--- src/shared/psb_pkg.sv ---
// Constants, types and helpers shared by the adapter-end sideband design.
// Assumes one 25 MHz system clock; all pin levels are active low unless named otherwise.
package psb_pkg;

  // ****************************************
  // Timing
  // ****************************************
  localparam int CLK_MHZ = 25;
  localparam int TIMEOUT_US = 10;
  localparam int TIMEOUT_CYC = TIMEOUT_US * CLK_MHZ;
  localparam int TMR_W = 9;
  localparam logic [TMR_W-1:0] TIMEOUT_LOAD = TMR_W'(TIMEOUT_CYC);

  // ****************************************
  // Widths and levels
  // ****************************************
  localparam int ADDR_W = 16;
  localparam int PRIO_W = 4;
  localparam int GRANT_W = 4;
  localparam logic PIN_ASSERT = 1'b0;
  localparam logic PIN_NEGATE = 1'b1;

  // Adapter space starts here; a plain default for the address map
  localparam logic [ADDR_W-1:0] ADAPTER_MEM_BASE = 16'hC000;
  // Priorities that own a backplane grant line
  localparam logic [PRIO_W-1:0] PRIO_GRANT_LOW = 4'h4;
  localparam logic [PRIO_W-1:0] PRIO_GRANT_TOP = 4'h7;
  localparam logic [GRANT_W-1:0] GRANT_ONE = 4'h1;

  // ****************************************
  // Cycle kinds, coded as {write_indicator, byte_select} pin levels
  // ****************************************
  typedef enum logic [1:0] {
    CYC_BYTE_WRITE = 2'h0,
    CYC_WORD_WRITE = 2'h1,
    CYC_RMW_READ = 2'h2,
    CYC_READ = 2'h3
  } psb_cycle_e;

  // ****************************************
  // Controller states, Gray along the usual paths except ST_SLV_END and ST_INT_END back to ST_IDLE and the ST_INT_GRANT timeout to ST_INT_END
  // ****************************************
  typedef enum logic [3:0] {
    ST_IDLE = 4'h0,
    ST_SLV_WAIT = 4'h1,
    ST_SLV_END = 4'h3,
    ST_INT_PRIO = 4'h2,
    ST_INT_GRANT = 4'h6,
    ST_INT_VEC = 4'h7,
    ST_INT_END = 4'h5,
    ST_MST_OWN = 4'h4,
    ST_MST_CYC = 4'hC
  } psb_state_e;

  // Address falls in the adapter's memory space
  function automatic logic in_adapter_space(input logic [ADDR_W-1:0] a);
    return a >= ADAPTER_MEM_BASE;
  endfunction : in_adapter_space

  // One-hot backplane grant for a priority; zero when no line owns it
  function automatic logic [GRANT_W-1:0] grant_for(input logic [PRIO_W-1:0] p);
    logic [PRIO_W-1:0] idx;
    idx = p - PRIO_GRANT_LOW;
    if (p >= PRIO_GRANT_LOW && p <= PRIO_GRANT_TOP) begin
      return GRANT_ONE << idx[1:0];
    end
    return '0;
  endfunction : grant_for

endpackage : psb_pkg

--- src/hw/psb_timer.sv ---
// One-shot timeout counter used for both the slave and interrupt timeouts.
// Assumes start and stop are single-cycle requests from the controller.
`timescale 1ns/1ps

module psb_timer (
  input wire logic clk_sys,
  input wire logic rst_n,
  input wire logic start,
  input wire logic stop,
  output logic expired,
  output logic running
);

  // ****************************************
  // Countdown
  // ****************************************
  logic [psb_pkg::TMR_W-1:0] count;

  // Start reloads even while running, so a restart never inherits old time
  always_ff @(posedge clk_sys or negedge rst_n) begin
    if (!rst_n) begin
      count <= '0;
      running <= 1'b0;
      expired <= 1'b0;
    end else begin
      expired <= 1'b0;
      if (start) begin
        count <= psb_pkg::TIMEOUT_LOAD;
        running <= 1'b1;
      end else if (stop) begin
        running <= 1'b0;
      end else if (running) begin
        if (count == psb_pkg::TMR_W'(1)) begin
          running <= 1'b0;
          expired <= 1'b1;
        end
        count <= count - psb_pkg::TMR_W'(1);
      end
    end
  end

endmodule : psb_timer

--- src/hw/psb_adapter_end.sv ---
// Adapter end of the private memory link sideband: slave replies, interrupt grant, mastership.
// Assumes the CPU end keeps its own duties and all pins are synchronous to clk_sys.
`timescale 1ns/1ps

module psb_adapter_end (
  input wire logic clk_sys,
  input wire logic rst_n,
  input wire logic map_enable_out_n,
  input wire logic cycle_frame_in_n,
  output logic cycle_frame_out_n,
  output logic cycle_frame_oe,
  input wire logic write_indicator_in_n,
  output logic write_indicator_out_n,
  output logic write_indicator_oe,
  input wire logic byte_select_in_n,
  output logic byte_select_out_n,
  output logic byte_select_oe,
  input wire logic interconnect_busy_in_n,
  output logic interconnect_busy_out_n,
  output logic interconnect_busy_oe,
  output logic reply_line_out_n,
  output logic reply_line_oe,
  input wire logic [psb_pkg::ADDR_W-1:0] multiplexed_addr_data_in,
  input wire logic data_input_strobe_n,
  input wire logic interrupt_ack_in_n,
  input wire logic line_power_low_n,
  output logic map_enabled,
  output logic adapter_system_present_n,
  output logic adapter_memory_space_n,
  output logic adapter_timeout_n,
  output logic power_good_line,
  output logic [psb_pkg::GRANT_W-1:0] bus_grant,
  output logic [psb_pkg::PRIO_W-1:0] int_priority,
  output logic bk_req,
  output logic [psb_pkg::ADDR_W-1:0] bk_addr,
  output psb_pkg::psb_cycle_e bk_kind,
  input wire logic bk_done,
  input wire logic bk_select_ack,
  input wire logic bk_vector_done,
  input wire logic mst_request,
  output logic mst_granted,
  input wire logic mst_start,
  input wire psb_pkg::psb_cycle_e mst_kind,
  input wire logic mst_end
);

  // ****************************************
  // Declarations
  // ****************************************
  psb_pkg::psb_state_e state;
  psb_pkg::psb_state_e next_state;
  psb_pkg::psb_cycle_e drive_kind;
  logic frame_prev;
  logic strobe_prev;
  logic frame_fall;
  logic strobe_fall;
  logic slave_take;
  logic tmo;
  logic tmr_start;
  logic tmr_stop;
  logic tmr_expired;
  logic tmr_running;

  // Edges seen on the CPU's frame and data-input strobe
  always_ff @(posedge clk_sys or negedge rst_n) begin
    if (!rst_n) begin
      frame_prev <= psb_pkg::PIN_NEGATE;
      strobe_prev <= psb_pkg::PIN_NEGATE;
    end else begin
      frame_prev <= cycle_frame_in_n;
      strobe_prev <= data_input_strobe_n;
    end
  end

  assign frame_fall = frame_prev && !cycle_frame_in_n;
  assign strobe_fall = strobe_prev && !data_input_strobe_n;
  // Claim only cycles whose adapter-space flag stood when the frame came
  assign slave_take = (state == psb_pkg::ST_IDLE) && frame_fall && !adapter_memory_space_n;

  // ****************************************
  // Control state machine
  // ****************************************
  always_comb begin
    next_state = state;
    unique case (state)
      psb_pkg::ST_IDLE: begin
        if (slave_take) begin
          next_state = psb_pkg::ST_SLV_WAIT;
        end else if (strobe_fall) begin
          next_state = psb_pkg::ST_INT_PRIO;
        end else if (mst_request && interconnect_busy_in_n && cycle_frame_in_n) begin
          next_state = psb_pkg::ST_MST_OWN;
        end
      end
      psb_pkg::ST_SLV_WAIT: begin
        if (bk_done || tmr_expired) begin
          next_state = psb_pkg::ST_SLV_END;
        end
      end
      psb_pkg::ST_SLV_END: begin
        if (cycle_frame_in_n) begin
          next_state = psb_pkg::ST_IDLE;
        end
      end
      psb_pkg::ST_INT_PRIO: begin
        if (!interrupt_ack_in_n) begin
          next_state = psb_pkg::ST_INT_GRANT;
        end
      end
      psb_pkg::ST_INT_GRANT: begin
        if (bk_select_ack) begin
          next_state = psb_pkg::ST_INT_VEC;
        end else if (tmr_expired) begin
          next_state = psb_pkg::ST_INT_END;
        end
      end
      psb_pkg::ST_INT_VEC: begin
        if (bk_vector_done || tmr_expired) begin
          next_state = psb_pkg::ST_INT_END;
        end
      end
      psb_pkg::ST_INT_END: begin
        if (interrupt_ack_in_n) begin
          next_state = psb_pkg::ST_IDLE;
        end
      end
      psb_pkg::ST_MST_OWN: begin
        if (mst_start) begin
          next_state = psb_pkg::ST_MST_CYC;
        end else if (!mst_request) begin
          next_state = psb_pkg::ST_IDLE;
        end
      end
      psb_pkg::ST_MST_CYC: begin
        if (mst_end) begin
          next_state = psb_pkg::ST_MST_OWN;
        end
      end
      default: begin
        next_state = psb_pkg::ST_IDLE;
      end
    endcase
  end

  // State register
  always_ff @(posedge clk_sys or negedge rst_n) begin
    if (!rst_n) begin
      state <= psb_pkg::ST_IDLE;
    end else begin
      state <= next_state;
    end
  end

  // ****************************************
  // Timeouts
  // ****************************************
  // One timer serves both: slave and interrupt waits never overlap
  assign tmr_start = slave_take
                     || (state == psb_pkg::ST_INT_PRIO && !interrupt_ack_in_n)
                     || (state == psb_pkg::ST_INT_GRANT && bk_select_ack);
  assign tmr_stop = (state == psb_pkg::ST_SLV_WAIT && bk_done)
                    || (state == psb_pkg::ST_INT_VEC && bk_vector_done);

  psb_timer u_timer (
    .clk_sys(clk_sys),
    .rst_n(rst_n),
    .start(tmr_start),
    .stop(tmr_stop),
    .expired(tmr_expired),
    .running(tmr_running)
  );

  // Timeout stays up until the CPU closes the frame or drops its acknowledge
  always_ff @(posedge clk_sys or negedge rst_n) begin
    if (!rst_n) begin
      tmo <= 1'b0;
    end else if (tmr_expired && !(state == psb_pkg::ST_SLV_WAIT && bk_done) && state != psb_pkg::ST_IDLE) begin
      tmo <= 1'b1;
    end else if (next_state == psb_pkg::ST_IDLE) begin
      tmo <= 1'b0;
    end
  end

  assign adapter_timeout_n = !tmo;

  // ****************************************
  // Slave side of CPU cycles
  // ****************************************
  // Space flag tracks the address between cycles, held through a claimed one
  always_ff @(posedge clk_sys or negedge rst_n) begin
    if (!rst_n) begin
      adapter_memory_space_n <= psb_pkg::PIN_NEGATE;
    end else if (state == psb_pkg::ST_IDLE && cycle_frame_in_n) begin
      adapter_memory_space_n <= !psb_pkg::in_adapter_space(multiplexed_addr_data_in);
    end else if (state == psb_pkg::ST_IDLE && !slave_take) begin
      adapter_memory_space_n <= psb_pkg::PIN_NEGATE;
    end
  end

  // Hand the claimed cycle to the backplane side, typed from the pins
  always_ff @(posedge clk_sys or negedge rst_n) begin
    if (!rst_n) begin
      bk_req <= 1'b0;
      bk_addr <= '0;
      bk_kind <= psb_pkg::CYC_READ;
    end else begin
      bk_req <= slave_take;
      if (slave_take) begin
        bk_addr <= multiplexed_addr_data_in;
        bk_kind <= psb_pkg::psb_cycle_e'({write_indicator_in_n, byte_select_in_n});
      end
    end
  end

  // Reply holds off the next master until the CPU ends the frame; byte writes included
  always_ff @(posedge clk_sys or negedge rst_n) begin
    if (!rst_n) begin
      reply_line_oe <= 1'b0;
    end else if (state == psb_pkg::ST_SLV_WAIT && bk_done) begin
      reply_line_oe <= 1'b1;
    end else if (state == psb_pkg::ST_SLV_END && cycle_frame_in_n) begin
      reply_line_oe <= 1'b0;
    end
  end

  assign reply_line_out_n = psb_pkg::PIN_ASSERT;

  // ****************************************
  // Interrupt grant
  // ****************************************
  // Priority is taken on the strobe's leading edge, not its level
  always_ff @(posedge clk_sys or negedge rst_n) begin
    if (!rst_n) begin
      int_priority <= '0;
    end else if (state == psb_pkg::ST_IDLE && strobe_fall) begin
      int_priority <= multiplexed_addr_data_in[psb_pkg::PRIO_W-1:0];
    end
  end

  // A priority with no grant line simply runs into the timeout
  always_ff @(posedge clk_sys or negedge rst_n) begin
    if (!rst_n) begin
      bus_grant <= '0;
    end else if (state == psb_pkg::ST_INT_PRIO && !interrupt_ack_in_n) begin
      bus_grant <= psb_pkg::grant_for(int_priority);
    end else if (state != psb_pkg::ST_INT_GRANT) begin
      bus_grant <= '0;
    end
  end

  // ****************************************
  // Link mastership and own cycles
  // ****************************************
  assign mst_granted = (state == psb_pkg::ST_MST_OWN) || (state == psb_pkg::ST_MST_CYC);
  assign interconnect_busy_oe = mst_granted;
  assign interconnect_busy_out_n = psb_pkg::PIN_ASSERT;
  assign cycle_frame_oe = (state == psb_pkg::ST_MST_CYC);
  assign cycle_frame_out_n = psb_pkg::PIN_ASSERT;
  assign write_indicator_oe = mst_granted;
  assign byte_select_oe = mst_granted;

  // Kind is latched at start so the pins stay steady for the whole cycle
  always_ff @(posedge clk_sys or negedge rst_n) begin
    if (!rst_n) begin
      drive_kind <= psb_pkg::CYC_READ;
    end else if (state == psb_pkg::ST_MST_OWN && mst_start) begin
      drive_kind <= mst_kind;
    end
  end

  assign write_indicator_out_n = drive_kind[1];
  assign byte_select_out_n = drive_kind[0];

  // ****************************************
  // Static sideband levels
  // ****************************************
  // System-present asserts from the first edge after reset and never drops
  always_ff @(posedge clk_sys or negedge rst_n) begin
    if (!rst_n) begin
      adapter_system_present_n <= psb_pkg::PIN_NEGATE;
      map_enabled <= 1'b0;
      power_good_line <= 1'b0;
    end else begin
      adapter_system_present_n <= psb_pkg::PIN_ASSERT;
      map_enabled <= !map_enable_out_n;
      power_good_line <= line_power_low_n;
    end
  end

  // ****************************************
  // Assertions
  // ****************************************
  localparam int TMO_BOUND = psb_pkg::TIMEOUT_CYC + 2;
endmodule : psb_adapter_end

--- config.mk ---
export PLATFORM = sky130hd
export DESIGN_NAME = psb_adapter_end
export DESIGN_NICKNAME = d
export VERILOG_FILES = /design/src/shared/psb_pkg.sv /design/src/hw/psb_timer.sv /design/src/hw/psb_adapter_end.sv
export SDC_FILE = /design/constraint.sdc
export NUM_CORES = 1
export LEC_CHECK = 0
export ABC_AREA = 1
export BUFFER_PORTS_ARGS = -buffer_cell sky130_fd_sc_hd__buf_4
export CORE_UTILIZATION = 35
export CTS_CLUSTER_DIAMETER = 80
export DETAILED_ROUTE_END_ITERATION = 8
export HOLD_SLACK_MARGIN = 0.15
export PLACE_DENSITY_LB_ADDON = 0.15
export RECOVER_POWER = 50
export SLEW_MARGIN = 20
export SYNTH_ARGS = -nofsm -noshare
export SYNTH_HDL_FRONTEND = slang
export SYNTH_SLANG_ARGS = --single-unit
--- constraint.sdc ---
create_clock -name clk_sys -period 1.5 [get_ports clk_sys]
set_clock_uncertainty 0.05 [all_clocks]
set_input_delay 0.15 -clock clk_sys [delete_from_list [all_inputs] [get_ports clk_sys]]
set_output_delay 0.15 -clock clk_sys [all_outputs]
set_load 0.05 [all_outputs]
==> results.tsv <==
stage	metric	value	unit
outcome	status	complete, but fails checks	
outcome	violations	negative setup slack	
finish	fin_util	61.83	%
power_and_ir_drop	p_total	9.061	mW
logic_synthesis	synth_ff_type	dfrtp_1	
finish	final_layout_size_suffix_gt1_share	50.73	%
sta	tightest_slew	1097	ps
detailed_routing	drc	0	
grt	grt_overflow	0	
clock_network	clock_sinks	52	
finish	fin_nets	445	
sta	fmax	0.6023	GHz
sta	slew_headroom	26.88	%
clock_network	h-tree-depth	2	
power_and_ir_drop	p_leak	2.058	nW
clock_network	cts_tree	yes	
grt	grt_usage	18.67	%
detailed_routing	ant_nets	0	
floorplanning	dieArea	7305	um2
detailed_routing	wire_per_inst	13.30	um
logic_synthesis	synth_seq_cells	52	
sta	post-route-period-util	110.7	%
hold_path	hp-class	input port to register	
sta	finalMaxSlewViolations	0	
logic_synthesis	yosysSeqAreaShare	53.77	%
grt	grt_pass1_wl	10520	um
power_and_ir_drop	cellPowerDensity	2169	nW/um2
floorplanning	die_h	85.47	um
logic_synthesis	synth_common_cells	nand2_1, dfrtp_1, inv_1, nor2_1, nand3_1	
placement	place.port_buffers	73	
detailed_routing	wl	6515	um
grt	grt_max_degree	38	
logic_synthesis	yosysTopAreaCell	dfrtp_1	
logic_synthesis	yosysMostFrequentCell	nand2_1	
finish	antenna_cells	0	
run	maxCapViolations	0	
sta	setup_slack	-160.2	ps
clock_network	numCtsBuffers	5	
critical_path	r2r-start	adapter_memory_space_n	
floorplanning	row_count	30	
detailed_routing	vias_per_cell	4.651	
sta	setup_viol	28	
floorplanning	dieWidth	85.47	um
grt	grt_pass1_vias	2227	
clock_network	root_buffer	clkbuf_8	
detailed_routing	first_pass_iters	4	
logic_synthesis	synth_warnings	0	
critical_path	cp_data_arrival_time	1460	ps
critical_path	cp.required	1300	ps
sta	rsz0062_at_grt	yes	
logic_synthesis	synth_edf_count	0	
logic_synthesis	yosysTopAreaCellShare	45.15	%
critical_path	rrSetupSlack	-110	ps
sta	hold_viol	0	
power_and_ir_drop	ir_drop	1.464	mV
placement	globalplace.congestion	0.9250	
clock_network	clk_latency	300	ps
clock_network	cts.path.max_buffers	2	
finish	area_delta_synth_final	71.32	%
critical_path	worstSetupStartpointType	register	
grt	antenna_found_initial	0	
logic_synthesis	syn_avg_cell_area	9.415	um2
detailed_routing	vias	2279	
logic_synthesis	synth_area	2439	um2
detailed_routing	initialDrtViolationCount	113	
logic_synthesis	synth_cells	259	
critical_path	cp-end-kind	output pin	
placement	dp_hpwl	4178	um
clock_network	clkSlewWorstSetupHoldPaths	90	ps
critical_path	path_class	register to output pin	
sta	whs	139.2	ps
logic_synthesis	synth.distinct_cells	28	
critical_path	path_max_fanout	4	
sta	tns	-2639	ps
floorplanning	coreArea	6756	um2
logic_synthesis	ys_top_cells_by_area	dfrtp_1, dfstp_2, nand2_1	
critical_path	crit_start	state[0]	
floorplanning	io_pins	77	
hold_path	min-delay-start	mst_start	
sta	period_needed	1660	ps
placement	place_area	3248	um2
floorplanning	start_util	36.09	%
logic_synthesis	async_flop_share	100.0	%
finish	fin_area	4178	um2
-- layout by cell type, fill, tap and decap left out, types with 3 or more instances in the layout --
cell type / instances
dlygate4sd3_1: 28
conb_1: 4
clkbuf_1: 3
inv_2: 4
nor2_1: 21
mux2_4: 14
buf_6: 6
nor2_2: 5
nand2_4: 6
nand2_1: 37
o21ai_1: 4
dfrtp_1: 43
buf_8: 7
dfstp_2: 8
nand3_2: 11
a21oi_2: 5
inv_1: 25
buf_12: 4
nand3_1: 14
nor2_4: 8
o21ai_0: 10
clkbuf_8: 6
xor2_1: 3
nand2_2: 5
buf_4: 99
o21ai_2: 3
-- state kept, by name, summed over array words and instances (netlist names) --
register                  cells
u_timer.count                 9
tmo                           1
map_enabled                   1
u_timer.running               1
bk_addr                      16
drive_kind                    2
bk_req                        1
bk_kind                       2
adapter_memory_space_n        1
strobe_prev                   1
u_timer.expired               1
reply_line_oe                 1
power_good_line               1
bus_grant                     4
adapter_system_present_n      1
frame_prev                    1
state                         4
int_priority                  4
-- cells by family after synthesis --
| logic type | share of synthesized area [%] |
|---|---|
| flip-flops | 53.77 |
| other | 0.1538 |
| adder cells (fa/ha/maj) | 1.026 |
| AO/OA/AOI/OAI | 5.695 |
| XOR/XNOR | 1.078 |
| multiplexers | 7.388 |
| buffers and inverters | 8.312 |
| AND/OR/NAND/NOR | 22.58 |
-- per-layer routing --
layer	GRT usage, %	vias up	routed length (um)
met4	5.455	0	78
met3	4.961	8	418
met1	24.39	1071	2851
met2	30.55	77	3167
li1	-	1123	-
met5	0	-	0
-- cell type report --
cell class	instances	area [um2]
flip-flops and latches	52	1313
well taps	80	100.1
clock buffers	6	82.58
inverters	33	137.6
multi-input cells	168	1204
clock inverters	2	38.79
fillers	564	2579
repair buffers	149	1303
-- power by group --
part	switching (mW)	internal, mW	total (mW)
Combinational	3.29	2.37	5.66
Sequential	0.405	1.98	2.39
Clock	0.468	0.546	1.01
-- what timing repair did --
item | CTS | global route
setup endpoints to repair | 33 | 46
pin swaps | 16 | 13
gates resized for setup | 64 | 34
setup buffers | 20 | 6
hold buffers | 28 | 0
hold endpoints to repair | 76 | 0
cloned | 1 | 0
-- final timing paths --
kind / end / cells after the start
setup / recovery: mst_granted / 6
hold / removal: state[3] / 3
setup reg to reg: u_timer.count[3] / 9
hold reg to reg: tmo / 2
max in group asynchronous: frame_prev / 3
min in group asynchronous: state[0] / 2
-- metrics by stage --
step | setup slack [ps] | cells
floorplan | -64.29 | 262
global placement | -111.0 | 429
detailed placement | -108.3 | 429
CTS | -154.3 | 486
global route | -213.9 | 490
finish | -160.2 | 490
-- critical path: stages, from the launching register on --
cell and delay (ps):
dfrtp_2 440, nor2_4 130, buf_6 140, nand2_4 50, buf_6 110, clkinvlp_4 130
buf_8 160
No activity file was read; power rests on OpenSTA's default activity.
